### config.mk
export PLATFORM = sky130hd
export DESIGN_NAME = mrs_readback_port
export DESIGN_NICKNAME = d
export VERILOG_FILES = /design/src/common/mrs_pkg.sv /design/src/verilog/mrs_sync.sv /design/src/verilog/mrs_readback_port.sv
export SDC_FILE = /design/constraint.sdc
export NUM_CORES = 1
export LEC_CHECK = 0
export BUFFER_PORTS_ARGS = -buffer_cell sky130_fd_sc_hd__buf_2
export CAP_MARGIN = 20
export CORE_MARGIN = 1.5
export CORE_UTILIZATION = 40
export DETAILED_ROUTE_END_ITERATION = 6
export GPL_TIMING_DRIVEN = 0
export SYNTH_ARGS = -nofsm -noshare
export SYNTH_HDL_FRONTEND = slang
export SYNTH_SLANG_ARGS = --single-unit
### constraint.sdc
create_clock -name i_sys_clk -period 8.8 [get_ports i_sys_clk]
set_input_delay 1.32 -clock i_sys_clk [delete_from_list [all_inputs] [get_ports i_sys_clk]]
set_output_delay 1.32 -clock i_sys_clk [all_outputs]
set_load 0.02 [all_outputs]
### src/common/mrs_pkg.sv
/*
  Shared constants for the monitor readback and status port: frame layouts,
  status bit positions, converter scaling and the serial bus address width.
  Assumes a single 100 MHz system clock domain.
*/
package mrs_pkg;
  localparam int unsigned DATA_W = 12;
  localparam int unsigned ADDR_W = 7;
  localparam int unsigned CODE_STEPS = 4096;
  // Full scale in microvolts for voltage, nanovolts for the current sense
  localparam int unsigned VOLT_FS_NARROW_UV = 6650000;
  localparam int unsigned VOLT_FS_WIDE_UV = 26350000;
  localparam int unsigned AMP_FS_SENSE_NV = 105840000;
  // Status byte bit positions
  localparam int unsigned ST_CONV_OC_NOW = 0;
  localparam int unsigned ST_CONV_ALERT = 1;
  localparam int unsigned ST_ANALOG_TRIP = 2;
  localparam int unsigned ST_SWAP_FAIL = 3;
  localparam int unsigned ST_OFF_NOW = 4;
  localparam int unsigned ST_OFF_ALERT = 5;
  localparam logic [7:0] STATUS_RESET = 8'h00;
  localparam int unsigned OC_HISTORY = 3;
  localparam logic [7:0] NIBBLE_ZERO = 8'h00;
  // Frame lengths in bytes
  localparam logic [1:0] LEN_COMBINED = 2'h3;
  localparam logic [1:0] LEN_SINGLE = 2'h2;
  localparam logic [1:0] LEN_STATUS = 2'h1;
  localparam logic [6:0] DEV_ADDR_DEFAULT = 7'h40;
endpackage : mrs_pkg

### src/verilog/mrs_sync.sv
/*
  Two flip-flop level synchroniser for pins entering the system clock domain.
  Assumes the input is a level that holds for several clock periods.
*/
`timescale 1ns/1ps
module mrs_sync #(
  parameter int unsigned WIDTH = 1
) (
  input wire logic i_sys_clk,
  input wire logic i_rst,
  input wire logic [WIDTH-1:0] i_async,
  output logic [WIDTH-1:0] o_sync
);
  logic [WIDTH-1:0] meta_reg;

  // First stage feeds only the second stage
  always_ff @(posedge i_sys_clk)
  begin
    if (i_rst)
    begin
      // Idle-high level, so no false edge on bus or enable pins after reset
      meta_reg <= '1;
      o_sync <= '1;
    end
    else
    begin
      meta_reg <= i_async;
      o_sync <= meta_reg;
    end
  end
endmodule : mrs_sync

### src/verilog/mrs_readback_port.sv
/*
  Serial two-wire read side of a power monitor: address match, read frames of
  conversion data or the status byte, and the sticky alert flags.
  Assumes the conversion engine supplies 12-bit codes with valid strobes, and
  that the bus master keeps the protocol (acks, nack on last byte, stop).
*/
//
// Contract
// - Combined mode sends volt[11:4], amp[11:4], then volt[3:0] and amp[3:0].
// - Voltage mode sends volt[11:4], then volt[3:0] over four zero bits.
// - Current mode sends amp[11:4], then amp[3:0] over four zero bits.
// - Master starts, sends address with read bit; device acks before data.
// - Voltage step is full scale over 4096, 6.65 V or 26.35 V.
// - Current step is 105.84 mV sense over 4096, divided by sense resistance.
// - Status read: address with read bit, ack, one status byte returned.
// - Status bit 0 set while last three current conversions exceed threshold.
// - Status bit 1 latches on converter overcurrent alert until clear.
// - Status bit 2 shows analog trip off; sticky copy on latching variants, here only while the swap failure alert is enabled.
// - Status bit 3 latches on hot swap failure until clear.
// - Status bit 4 reads 1 while enable pin low or software off set.
// - Status bit 5 latches on enable pin or software-off alert until clear.
// - Clear control resets status bits 1, 3 and 5 only; here bit 2 also clears while it mirrors the swap failure latch.
// - Status-read mode returns the status byte instead of conversion data.
// - Clear self-returns to zero; flags may set again at once.
// - Continuous mode read before first conversion acks and returns zeros.
// - Single-conversion mode nacks reads until done; request bit self-clears.
`timescale 1ns/1ps
module mrs_readback_port #(
  parameter bit LATCHING_VARIANT = 1'b1
) (
  input wire logic i_sys_clk,
  input wire logic i_rst,
  input wire logic i_scl,
  input wire logic i_sda,
  output logic o_sda_oe,
  input wire logic [6:0] i_dev_addr,
  input wire logic i_volt_continuous,
  input wire logic i_amp_continuous,
  input wire logic i_volt_once,
  input wire logic i_amp_once,
  input wire logic i_status_read,
  input wire logic i_divider_range_select,
  input wire logic [mrs_pkg::DATA_W-1:0] i_volt_code,
  input wire logic i_volt_valid,
  input wire logic [mrs_pkg::DATA_W-1:0] i_amp_code,
  input wire logic i_amp_valid,
  input wire logic [7:0] i_amp_threshold,
  input wire logic i_conv_alert_enable,
  input wire logic i_analog_trip_off,
  input wire logic i_swap_fail_event,
  input wire logic i_swap_fail_alert_enable,
  input wire logic i_off_alert_enable,
  input wire logic i_enable_pin,
  input wire logic i_software_off,
  input wire logic i_clear,
  output logic o_clear_done,
  output logic o_once_done,
  output logic [7:0] o_alert_status,
  output logic [mrs_pkg::DATA_W+7:0] o_volt_step_uv_x4096
);
  typedef enum logic [5:0] {
    ST_IDLE = 6'h01, ST_ADDR = 6'h02, ST_AACK = 6'h04,
    ST_SEND = 6'h08, ST_MACK = 6'h10, ST_SKIP = 6'h20
  } mrs_state_t;

  logic scl_s, sda_s, en_s, scl_d_reg, sda_d_reg;
  mrs_sync #(.WIDTH(3)) u_sync (
    .i_sys_clk(i_sys_clk),
    .i_rst(i_rst),
    .i_async({i_scl, i_sda, i_enable_pin}),
    .o_sync({scl_s, sda_s, en_s})
  );

  wire scl_rise = scl_s & ~scl_d_reg;
  wire scl_fall = ~scl_s & scl_d_reg;
  wire start_c = scl_s & sda_d_reg & ~sda_s;
  wire stop_c = scl_s & ~sda_d_reg & sda_s;

  mrs_state_t state_reg;
  logic [3:0] bit_cnt_reg;
  logic [7:0] shift_reg;
  logic [1:0] byte_idx_reg;
  logic [1:0] len_reg;
  logic [23:0] frame_reg;
  logic volt_seen_reg, amp_seen_reg, once_pend_reg, once_req_d_reg;
  logic [mrs_pkg::OC_HISTORY-1:0] oc_hist_reg;
  logic conv_alert_reg, swap_fail_latched_reg, off_alert_reg;
  logic off_now_d_reg, clear_d_reg;

  always_ff @(posedge i_sys_clk)
  begin
    if (i_rst)
    begin
      scl_d_reg <= 1'b1;
      sda_d_reg <= 1'b1;
    end
    else
    begin
      scl_d_reg <= scl_s;
      sda_d_reg <= sda_s;
    end
  end

  // Data availability tracking for continuous and single-shot modes
  always_ff @(posedge i_sys_clk)
  begin
    if (i_rst)
    begin
      volt_seen_reg <= 1'b0;
      amp_seen_reg <= 1'b0;
      once_req_d_reg <= 1'b0;
      once_pend_reg <= 1'b0;
    end
    else
    begin
      if (i_volt_valid)
        volt_seen_reg <= 1'b1;
      if (i_amp_valid)
        amp_seen_reg <= 1'b1;
      once_req_d_reg <= i_volt_once | i_amp_once;
      // A request level still held must not re-arm once its conversion lands
      if ((i_volt_once | i_amp_once) & ~once_req_d_reg)
        once_pend_reg <= 1'b1;
      else if (i_volt_valid | i_amp_valid)
        once_pend_reg <= 1'b0;
    end
  end
  assign o_once_done = ~once_pend_reg;

  // Overcurrent history over the most recent current conversions
  always_ff @(posedge i_sys_clk)
  begin
    if (i_rst)
      oc_hist_reg <= '0;
    else if (i_amp_valid)
      oc_hist_reg <= {oc_hist_reg[mrs_pkg::OC_HISTORY-2:0],
                      i_amp_code[11:4] > i_amp_threshold};
  end

  wire off_now = ~en_s | i_software_off;
  wire conv_set = i_conv_alert_enable & (&oc_hist_reg);
  wire swap_set = i_swap_fail_event & i_swap_fail_alert_enable;
  wire off_set = i_off_alert_enable & off_now & ~off_now_d_reg;
  wire clr = i_clear & ~clear_d_reg;

  // Sticky flags; a set in the clear cycle wins so no event is lost
  always_ff @(posedge i_sys_clk)
  begin
    if (i_rst)
    begin
      conv_alert_reg <= 1'b0;
      swap_fail_latched_reg <= 1'b0;
      off_alert_reg <= 1'b0;
      off_now_d_reg <= 1'b0;
      clear_d_reg <= 1'b0;
    end
    else
    begin
      off_now_d_reg <= off_now;
      clear_d_reg <= i_clear;
      conv_alert_reg <= conv_set | (conv_alert_reg & ~clr);
      swap_fail_latched_reg <= swap_set | (swap_fail_latched_reg & ~clr);
      off_alert_reg <= off_set | (off_alert_reg & ~clr);
    end
  end
  assign o_clear_done = clear_d_reg;

  always_ff @(posedge i_sys_clk)
  begin
    if (i_rst)
      o_alert_status <= mrs_pkg::STATUS_RESET;
    else
    begin
      o_alert_status <= mrs_pkg::STATUS_RESET;
      o_alert_status[mrs_pkg::ST_CONV_OC_NOW] <= &oc_hist_reg;
      o_alert_status[mrs_pkg::ST_CONV_ALERT] <= conv_alert_reg;
      o_alert_status[mrs_pkg::ST_ANALOG_TRIP] <= LATCHING_VARIANT ?
        (i_swap_fail_alert_enable ? swap_fail_latched_reg : i_analog_trip_off)
        : i_analog_trip_off;
      o_alert_status[mrs_pkg::ST_SWAP_FAIL] <= swap_fail_latched_reg;
      o_alert_status[mrs_pkg::ST_OFF_NOW] <= off_now;
      o_alert_status[mrs_pkg::ST_OFF_ALERT] <= off_alert_reg;
    end
  end

  // Reading in 256 uV units; the product needs 37 bits, so 64 are used, as 32 would wrap
  always_ff @(posedge i_sys_clk)
  begin
    if (i_rst)
      o_volt_step_uv_x4096 <= '0;
    else
      o_volt_step_uv_x4096 <= 20'((64'(i_volt_code) *
        64'(i_divider_range_select ? mrs_pkg::VOLT_FS_NARROW_UV
                                   : mrs_pkg::VOLT_FS_WIDE_UV)) >> 20);
  end

  // Frame assembly; zeros returned before first conversion
  function automatic logic [23:0] build_frame(input logic [11:0] v, input logic [11:0] a,
                                              input logic vc, input logic ac);
    begin
      if (vc & ac)
        build_frame = {v[11:4], a[11:4], v[3:0], a[3:0]};
      else if (ac)
        build_frame = {a[11:4], a[3:0], 4'h0, 8'h00};
      else
        build_frame = {v[11:4], v[3:0], 4'h0, 8'h00};
    end
  endfunction : build_frame

  wire [11:0] v_data = volt_seen_reg ? i_volt_code : 12'h000;
  wire [11:0] a_data = amp_seen_reg ? i_amp_code : 12'h000;
  wire vc = i_volt_continuous | i_volt_once;
  wire ac = i_amp_continuous | i_amp_once;
  // Note: amp step is code * 105.84 mV / 4096, divided by Rsense off chip

  always_ff @(posedge i_sys_clk)
  begin
    if (i_rst)
    begin
      state_reg <= ST_IDLE;
      bit_cnt_reg <= 4'h0;
      shift_reg <= 8'h00;
      byte_idx_reg <= 2'h0;
      frame_reg <= 24'h000000;
      len_reg <= 2'h0;
      o_sda_oe <= 1'b0;
    end
    else if (start_c)
    begin
      state_reg <= ST_ADDR;
      bit_cnt_reg <= 4'h0;
      o_sda_oe <= 1'b0;
    end
    else if (stop_c)
    begin
      state_reg <= ST_IDLE;
      o_sda_oe <= 1'b0;
    end
    else
    begin
      case (state_reg)
        ST_IDLE:
          o_sda_oe <= 1'b0;
        ST_ADDR:
        begin
          if (scl_rise)
          begin
            shift_reg <= {shift_reg[6:0], sda_s};
            bit_cnt_reg <= bit_cnt_reg + 4'h1;
          end
          if (scl_fall && bit_cnt_reg == 4'h8)
          begin
            // Only reads are served; a busy single shot is acknowledged only in status-read mode
            if (shift_reg[7:1] == i_dev_addr && shift_reg[0] &&
                (i_status_read || !once_pend_reg))
            begin
              o_sda_oe <= 1'b1;
              state_reg <= ST_AACK;
              byte_idx_reg <= 2'h0;
              len_reg <= i_status_read ? mrs_pkg::LEN_STATUS
                       : (vc & ac) ? mrs_pkg::LEN_COMBINED : mrs_pkg::LEN_SINGLE;
              frame_reg <= i_status_read ? {o_alert_status, 16'h0000}
                                         : build_frame(v_data, a_data, vc, ac);
            end
            else
              state_reg <= ST_SKIP;
          end
        end
        ST_AACK, ST_MACK:
        begin
          if (scl_fall && byte_idx_reg == len_reg)
          begin
            // Frame done: let go of SDA so a master that acked can still stop
            o_sda_oe <= 1'b0;
            state_reg <= ST_SKIP;
          end
          else if (scl_fall)
          begin
            o_sda_oe <= ~frame_reg[23];
            shift_reg <= frame_reg[23:16];
            frame_reg <= {frame_reg[15:0], 8'h00};
            bit_cnt_reg <= 4'h1;
            state_reg <= ST_SEND;
          end
          if (state_reg == ST_MACK && scl_rise && sda_s)
            state_reg <= ST_SKIP;
        end
        ST_SEND:
        begin
          if (scl_fall)
          begin
            if (bit_cnt_reg == 4'h8)
            begin
              o_sda_oe <= 1'b0;
              byte_idx_reg <= byte_idx_reg + 2'h1;
              state_reg <= ST_MACK;
            end
            else
            begin
              o_sda_oe <= ~shift_reg[6];
              shift_reg <= {shift_reg[6:0], 1'b0};
              bit_cnt_reg <= bit_cnt_reg + 4'h1;
            end
          end
        end
        ST_SKIP:
          o_sda_oe <= 1'b0;
        default:
          state_reg <= ST_IDLE;
      endcase
    end
  end
endmodule : mrs_readback_port

=== Yosys cells after proc, flatten, opt, wreduce, memory -nomap -nowiden ===
Index checks and enable logic that the tools add are counted.

* Mux-type cells: 50
* Reduce and logical (&&, ||, !) cells: 26
* Multipliers: 1
* Bitwise operators: 39
* Magnitude comparators: 1
* Add/subtract/negate cells: 2
* Equality and inequality tests: 24

{| class="wikitable"
|+ Operators by type and width
! operator !! number
|-
| 24-bit two-way mux || 7
|-
| 24-bit one-hot mux with 2 select lines || 1
|-
| 6-bit two-way mux || 7
|-
| 8-bit two-way mux || 5
|-
| 12-bit by 25-bit multiplier with 37-bit output || 1
|-
| 25-bit two-way mux || 1
|-
| 12-bit two-way mux || 2
|-
| 6-bit one-hot mux with 4 select lines || 1
|-
| 8-bit one-hot mux with 3 select lines || 1
|-
| 7-bit AND reduction || 3
|-
| 4-bit two-way mux || 5
|-
| 5-bit AND reduction || 4
|-
| 1-bit AND || 16
|-
| 2-bit != test (second input constant) || 8
|-
| 4-bit != test (second input constant) || 4
|-
| 1-bit NOT || 15
|-
| 2-bit two-way mux || 7
|-
| 4-bit one-hot mux with 3 select lines || 1
|-
| 1-bit two-way mux || 10
|-
| 8-bit greater-than comparator || 1
|-
| 1-bit bitwise OR || 8
|-
| 8-bit AND reduction || 1
|-
| 7-bit == test || 1
|-
| 6-bit by 1-bit == test with 1-bit output (second input constant) || 1
|-
| other kinds (23) || 32
|}

* Register bits: 95
* Word-level logic and storage cells: 168
* Output and inout port bits: 31
* Input bits: 59

=== Logic depth before layout (Yosys ltp) ===
Gate-level depths: netlist of the first run.

* Depth after elaboration: 8
* Mapped depth: 23
* Depth with buffers taken out: 21

=== Cells and area by module ===
A second synthesis of the first run with hierarchy kept.

* Cells, all modules: 1163
* Area total of the unflattened synthesis: 10017.1 sq um

{| class="wikitable"
|+ Modules (own cells, without submodules)
! module !! area an instance (sq um) !! instances !! cells each
|-
| mrs_readback_port || 9859.5 || 1 || 1151
|-
| mrs_sync || 157.7 || 1 || 12
|}

=== Least setup slack after synthesis of the first run ===
Ideal clock, no wire load.

* Kind: input-to-reg
* Start: input i_divider_range_select
* End: register o_volt_step_uv_x4096[13] in the netlist's numbering
* Data arrival time: 6.534 ns
* Cell stages on the path: 18
* Slack: 2.145 ns
* Setup time: 0.121 ns
* Path buffers: 2
* Cell sequence: clkbuf_1 -> clkbuf_1 -> and2_1 -> fa_1 -> fa_1 -> fa_1 -> inv_1 -> fa_1 -> fa_1 -> inv_1 -> ha_1 -> nand3_1 -> o21ba_2 -> a2111o_1 -> a2111o_1 -> nand2_1 -> o211ai_1 -> mux2_2

* Cells in the longest elaborated chain, start to end: 2

{| class="wikitable"
|+ RTL lines
! what !! line !! RTL
|-
| start, declared || mrs_readback_port.sv:42 || <nowiki>input wire logic i_divider_range_select,</nowiki>
|-
| 25-bit two-way mux || mrs_readback_port.sv:193 || <nowiki>64'(i_divider_range_select ? mrs_pkg::VOLT_FS_NARROW_UV</nowiki>
|-
| 12-bit by 25-bit multiplier with 37-bit output || mrs_readback_port.sv:192 || <nowiki>o_volt_step_uv_x4096 <= 20'((64'(i_volt_code) *</nowiki>
|-
| end signal, assigned || mrs_readback_port.sv:192 ||
|-
| end, declared || mrs_readback_port.sv:59 || <nowiki>output logic [mrs_pkg::DATA_W+7:0] o_volt_step_uv_x4096</nowiki>
|}

Every way passes these cells.
A chain may end at the register's enable or synchronous reset.

=== Worst setup path in the final report of the first run ===
* Start: input i_divider_range_select
* End: register o_volt_step_uv_x4096[14] in the netlist's numbering

The elaborated chain is that of the path after synthesis.

==> results of run 1 <==
==> through the flow <==
| step | total power [W] | area [um2] | util, % |
|---|---|---|---|
| floorplan | 0.00211 | 9820 | - |
| global placement | 0.00265 | 10600 | 44.9 |
| detailed placement | 0.00266 | 10600 | 44.9 |
| CTS | 0.00304 | 10900 | 46.1 |
| global route | 0.00340 | 10900 | 46.1 |
| finish | 0.00303 | 10900 | 46.1 |
==> power groups by stage <==
stage          registers, W  clock network, W  logic [W]
6_report           0.000468          0.000369    0.00220
5_1_grt            0.000472          0.000394    0.00253
4_1_cts            0.000467          0.000375    0.00220
3_5_place_dp       0.000474                 0    0.00218
3_3_place_gp       0.000476                 0    0.00217
2_1_floorplan      0.000510                 0    0.00160
==> layout make-up <==
class | count | area share (%)
clock inverter | 7 | 0.539
inverter | 211 | 7.26
sequential | 89 | 16.3
buffer | 54 | 2.28
multi-input combinational | 787 | 64.1
clock buffer | 9 | 2.06
tap | 319 | 3.66
timing repair buffer | 82 | 3.76
==> worst paths after layout <==
path / startpoint / end / slack (ns) / cells after the start
setup reg to reg: state_reg[2] / frame_reg[5] / 5.92 / 9
setup / recovery: i_divider_range_select / o_volt_step_uv_x4096[14] / 1.23 / 19
hold reg to reg: u_sync.meta_reg[1] / u_sync.o_sync[1] / 0.41 / 1
hold / removal: u_sync.meta_reg[1] / u_sync.o_sync[1] / 0.41 / 1
==> per-layer routing <==
| layer | track usage [%] | share of wire [%] |
|---|---|---|
| met2 | 34.4 | 45 |
| met1 | 31.0 | 48 |
| met5 | 0 | 0.047 |
| met4 | 3.43 | 1.2 |
| met3 | 3.39 | 5.6 |
==> placed cells by master (no fill, tap or decap), drive strengths merged, types with 4 or more instances in the layout <==
cell | Yosys | routed
nand2 | 63 | 63
buf | 14 | 96
o2111ai | 4 | 4
o21ai | 33 | 33
xor2 | 15 | 15
nand4 | 16 | 16
fa | 112 | 112
o211a | 5 | 5
conb | 2 | 20
a311oi | 10 | 10
o211ai | 4 | 4
a211oi | 17 | 17
nand3 | 23 | 23
ha | 119 | 119
or2 | 12 | 12
clkbuf | 40 | 49
a31oi | 5 | 5
inv | 211 | 215
a21oi | 56 | 56
a22oi | 10 | 10
mux2i | 8 | 8
a32oi | 5 | 5
dfxtp | 89 | 89
and2 | 10 | 10
nand2b | 30 | 30
and3 | 7 | 7
nor3 | 19 | 19
nor2b | 19 | 19
a21o | 16 | 16
or3 | 4 | 4
nor2 | 90 | 90
o21bai | 4 | 4
xnor2 | 15 | 15
==> cells by family (layout without fill, tap and decap cells) <==
family / Yosys count / in the layout
AND/OR/NAND/NOR: 303 / 303
AO/OA/AOI/OAI: 192 / 192
multiplexers: 11 / 11
XOR/XNOR: 30 / 30
adder cells (fa/ha/maj): 231 / 231
flip-flops: 89 / 89
other: 2 / 20
buffers and inverters: 265 / 363
==> out/results.md, run 1 <==
### CTS
• clock tree from TritonCTS: yes
• cts hold-fix bufs: 0
• clk buf depth: 2
• CTS H-tree lvls: 3
• clock buffers created by TritonCTS: 9
• clock latency at the later pin of the worst-skew pair: 0.34 ns
• clock sink total: 89
• post-CTS sizing: 0
• Reg clk slew, reported paths: 0.07 ns
• Post-CTS Setup Bufs: 0
• clock tree root buffer cell: clkbuf_16

### Route
• detail-routed via count per cell: 5.07
• number of design rule violations left after detail routing: 0
• vias post-DR: 7893
• number of antenna-violating nets in the routed design: 0
• number of iterations in the first detailed-routing pass: 6
• violation count after the first detailed-route iteration: 482
• Detailed Route WL: 25.7 mm
• drt wl/cell: 16.5 um

### Timing
• actual slew at the worst max-slew pin: 0.896 ns
• final worst slack: 1.23 ns
• RSZ-0062 raised after global routing: false
• top achievable clock speed: 0.132 GHz
• Setup-failing EPs final: 0
• hold slack final: 0.409 ns
• relative max-transition margin: 38.7%
• post-route setup TNS: 0 ns
• final critical path time including I/O delays and setup: 7.57 ns
• Final period util: 86.0%
• Final Hold Violating Endpoints: 0
• worst clock skew: 0.0120 ns
• number of max-slew violations in the final report: 0

### Cells and area
• post-layout instance count excluding filler cells: 1558
• area of the multi-input gates: 7000 um2
• final-layout fill cell count: 2466
• max reg flops: 24
• sequential cell area in the final layout: 1780 um2
• P&R area growth vs syn: 11.9%
• Total Nets Final: 1524
• ANT cells: 0
• ratio of cells with drive above 1 in the final layout: 10.9%

### Worst setup path
• startpoint type of the worst setup path: input pin
• Setup CP Type: in -> reg
• Largest delay share family, worst path: adder cells
• Critical Path RT: 9.00 ns
• ordered list of cells on the worst path: buf_2 > clkbuf_1 > clkbuf_1 > and2_1 > fa_1 > fa_1 > fa_1 > inv_1 > fa_1 > fa_1 > inv_1 > ha_1 > nand3_1 > o21ba_2 > a2111oi_0 > o211ai_1 > o211a_1 > mux2i_1 > o311ai_0
• crit end category: register
• library cell appearing most often on the critical path: fa_1
• delay contributed by the slowest stage of the critical path: 0.81 ns
• critical path arrival: 7.77 ns
• highest-delay cell along the critical path: a2111oi_0
• WP buf/inv: 5
• crit path max fanout: 10

### Yosys
• Avg Synthesized Cell Area: 8.69 um2
• ranking of synthesized cells by instance count: inv_1 (211), ha_1 (119), fa_1 (112)
• XOR/XNOR share of the synthesized area: 2.69%
• share of the synthesized area in compound gates (AO/OA/AOI/OAI): 13.4%
• number of instances in the synthesized netlist: 1123
• number of flops mapped to enable cells by yosys: 0
• library cell with the highest instance count after synthesis: inv_1
• dominant register cell in the synthesized netlist: dfxtp_1
• Synth Warn #: 0
• Post-Synthesis Cell Area: 9750 um2
• number of unique standard cell types used by synthesis: 69
• flops & latches, synth: 89
• Area contributors post-synth: fa_1 (23%), dfxtp_1 (18%), ha_1 (15%)
• simple-gate area share of the yosys netlist: 15.5%
• portion of synthesized cell area occupied by the leading cell type: 23.0%
• cell taking the most area after synthesis: fa_1
• sequential share of the synthesized area: 18.3%
• Async SR Flop Fraction: 0%
• multiplexer share of the synthesized area: 1.17%
• dominant combinational cell family by area after synthesis: adder cells
• area share of fa/ha/maj cells after synthesis: 38.3%

### Run
• number of max-cap violations: 0

### Global route
• GR Util All Layers: 21.5%
• number of global-route vias before repair: 8094
• antenna violations before repair: 1
• wire length of the first global-routing pass: 43.1 mm
• pin count of the biggest net entering global routing: 18
• remaining global-route overflow: 0

### Power and ir drop
• power density over the cells: 278 nW/um2
• portion of total power attributed to combinational logic: 72.4%
• net switching power: 0.00152 W
• share of power burned in registers: 15.4%
• clock share of power: 12.2%
• switching share of power: 50.2%
• maximum vdd ir drop: 0.215 mV
• Internal: 0.00151 W
• leakage power figure: 5.40 nW

### Placed design
• final weighted congestion in routability-driven placement: 0.910
• half-perimeter wire length of the detailed placement result: 21.8 mm
• Placed Cells incl. Taps: 1542
• # port buffers: 82
• worst setup slack before clock tree synthesis: 1.01 ns

### Status
• run status: complete, no violations

### Floorplanning
• number of top-level design ports: 90
• total core area: 23700 um2
• Die Width: 159 um
• effective utilization at floorplan: 41.2%
• total number of placement rows: 56
• height of the die: 159 um
• overall die area: 25300 um2

### Min path
• type of the tightest min-delay check: reg -> reg

Note: power is estimated with default switching activity, not from simulation.
==> run 2, diff against run 1 <==
CORE_UTILIZATION = 62   (was 40)
PLACE_DENSITY = 0.83   (was default)
==> run 2 against run 1 <==
Effect of this change:
- clock-buffer cell count grew 2
- non-clock buffer count is the same
- register-to-register slack lost 0.10 ns
- clock skew shrank 0.0031 ns
- setup slack gained 0.14 ns
- combinational power is essentially flat
- die area shrank 35%
- global-route usage grew 11 points
- fmax grew 1.8%
- largest cell class unchanged
- largest power group unchanged
==> out/results.md, run 2 (synthesis gave the netlist of run 1 again) <==
### Timing
• Setup-failing EPs final: 0, unchanged
• final critical path time including I/O delays and setup: 7.44 ns, -0.135 ns
• final worst slack: 1.36 ns, +0.135 ns
• Final period util: 84.5%, -1.5 points
• RSZ-0062 raised after global routing: false
• number of max-slew violations in the final report: 0, unchanged
• post-route setup TNS: 0 ns, unchanged
• top achievable clock speed: 0.134 GHz, +1.8%
• worst clock skew: 0.00885 ns, -0.00312 ns
• actual slew at the worst max-slew pin: 0.828 ns, -0.0681 ns
• Final Hold Violating Endpoints: 0, unchanged
• relative max-transition margin: 43.4%, +4.7 points

### Global route
• remaining global-route overflow: 0, unchanged
• GR Util All Layers: 32.1%, +11 points
• number of global-route vias before repair: 8416, +4.0%
• antenna violations before repair: 0, -1
• pin count of the biggest net entering global routing: 16, -2
• wire length of the first global-routing pass: 41.1 mm, -4.7%

### Worst setup path
• crit path max fanout: 10, unchanged
• Critical Path RT: 8.99 ns, about the same
• Setup CP Type: in -> reg
• critical path arrival: 7.63 ns, -0.14 ns
• startpoint type of the worst setup path: input pin
• Reg-to-Reg Start: state_reg[2]
• CP Launch Point: i_divider_range_select
• crit end category: register

### Power and ir drop
• net switching power: 0.00152 W, about the same
• leakage power figure: 5.42 nW, +0.33%
• portion of total power attributed to combinational logic: 71.8%, -0.6 points
• share of power burned in registers: 15.2%, -0.2 points
• Internal: 0.00156 W, +3.3%
• clock share of power: 13.0%, +0.8 points
• switching share of power: 49.3%, -0.83 points
• maximum vdd ir drop: 0.368 mV, +72%
• power density over the cells: 285 nW/um2, +2.6%

### CTS
• CTS H-tree lvls: 3, unchanged
• Post-CTS Setup Bufs: 0, unchanged
• Reg clk slew, reported paths: 0.06 ns, about the same
• clock latency at the later pin of the worst-skew pair: 0.34 ns, about the same
• clock tree from TritonCTS: yes
• clock buffers created by TritonCTS: 9, unchanged
• clk buf depth: 2, unchanged
• clock sink total: 89, unchanged
• post-CTS sizing: 0, unchanged
• cts hold-fix bufs: 0, unchanged
• clock tree root buffer cell: clkbuf_16

### Route
• Detailed Route WL: 25.2 mm, -1.8%
• number of iterations in the first detailed-routing pass: 6, unchanged
• detail-routed via count per cell: 5.73, +13%
• Top Metal Used: met4
• wl on met1: 10.8 mm, -12%
• met2 wirelength from detailed routing: 11.8 mm, +0.90%
• number of antenna-violating nets in the routed design: 0, unchanged
• drt wl/cell: 17.4 um, +5.5%
• vias post-DR: 8312, +5.3%
• violation count after the first detailed-route iteration: 822, +71%
• number of design rule violations left after detail routing: 0, unchanged
• total length of routed met3 wires: 2.04 mm, +42%

### Cells and area
• commonest non-fill, non-tap cell in the layout: inv_1
• max reg flops: 24, unchanged
• ratio of cells with drive above 1 in the final layout: 10.9%, unchanged
• P&R area growth vs syn: 10.8%
• final-layout fill cell count: 1280, -48%
• sequential cell area in the final layout: 1780 um2, unchanged
• ANT cells: 0, unchanged
• Total Nets Final: 1524, unchanged
• commonest cells after routing, fill and taps aside: inv_1 (211), ha_1 (119), fa_1 (112)
• area of the multi-input gates: 7000 um2, unchanged

### Floorplanning
• overall die area: 16500 um2, -35%
• total core area: 15300 um2, -36%
• total number of placement rows: 45, -20%
• height of the die: 128 um, -19%
• effective utilization at floorplan: 63.9%, +23 points
• number of top-level design ports: 90, unchanged
• Die Width: 128 um, -19%

### Placed design
• worst setup slack before clock tree synthesis: 1.22 ns, +0.209 ns
• half-perimeter wire length of the detailed placement result: 20.8 mm, -4.6%
• final weighted congestion in routability-driven placement: 0.985, +8.2%
• # port buffers: 82, unchanged

### Status
• run status: complete, no violations

### Min path
• type of the tightest min-delay check: reg -> reg
• hold wc startpoint: u_sync.meta_reg[2]

### Run
• number of max-cap violations: 0, unchanged

[run 2: path summary, 6_finish.rpt]
kind                              end  depth (start not counted)  slack [ns]
min reg2reg          u_sync.o_sync[2]                          1        0.41
min                  u_sync.o_sync[2]                          1        0.41
max          o_volt_step_uv_x4096[14]                         19        1.36
max reg2reg              frame_reg[7]                          9        5.82
[run 2: cell type report]
class / count / share of cell area (%)
clock inverters: 5 / 0.567
plain buffers: 54 / 2.30
flip-flops and latches: 89 / 16.5
inverters: 211 / 7.33
multi-input cells: 787 / 64.7
well taps: 211 / 2.44
clock buffers: 11 / 2.34
repair buffers: 82 / 3.80
[run 2: stage by stage]
stage	cells	cell area (um2)	power, W	util (%)	hold WS (ns)
global route	1450	10800	0.00338	70.8	0.417
CTS	1450	10800	0.00305	70.8	0.409
floorplan	1141	9820	0.00211	-	0.389
detailed placement	1434	10500	0.00263	68.8	0.394
finish	1450	10800	0.00308	70.8	0.409
global placement	1434	10500	0.00259	68.8	0.391
[run 2: per-layer routing]
| metal | vias up | GRT usage, % |
|---|---|---|
| li1 | 3873 | - |
| met2 | 365 | 53.9 |
| met5 | - | 0 |
| met4 | 0 | 9.05 |
| met3 | 59 | 5.74 |
| met1 | 4015 | 42.9 |
[run 2: worst max-delay path: stages]
cell and delay [ns]:
buf_2 0.09, clkbuf_1 0.37, clkbuf_1 0.47, and2_1 0.48
fa_1 0.52, fa_1 0.50, fa_1 0.49, inv_1 0.05
fa_1 0.50, fa_1 0.55, inv_1 0.04, ha_1 0.33
nand3_1 0.15, o21ba_2 0.18, a2111oi_0 0.76, o211ai_1 0.27
o211a_1 0.23, mux2i_1 0.16, o311ai_0 0.14
[run 2: power by group through the flow]
stage / Combinational, W / Sequential [W] / Clock (W)
6_report: 0.00221 / 0.000470 / 0.000400
5_1_grt: 0.00249 / 0.000472 / 0.000418
3_3_place_gp: 0.00211 / 0.000477 / 0
2_1_floorplan: 0.00160 / 0.000510 / 0
3_5_place_dp: 0.00216 / 0.000476 / 0
4_1_cts: 0.00218 / 0.000469 / 0.000401
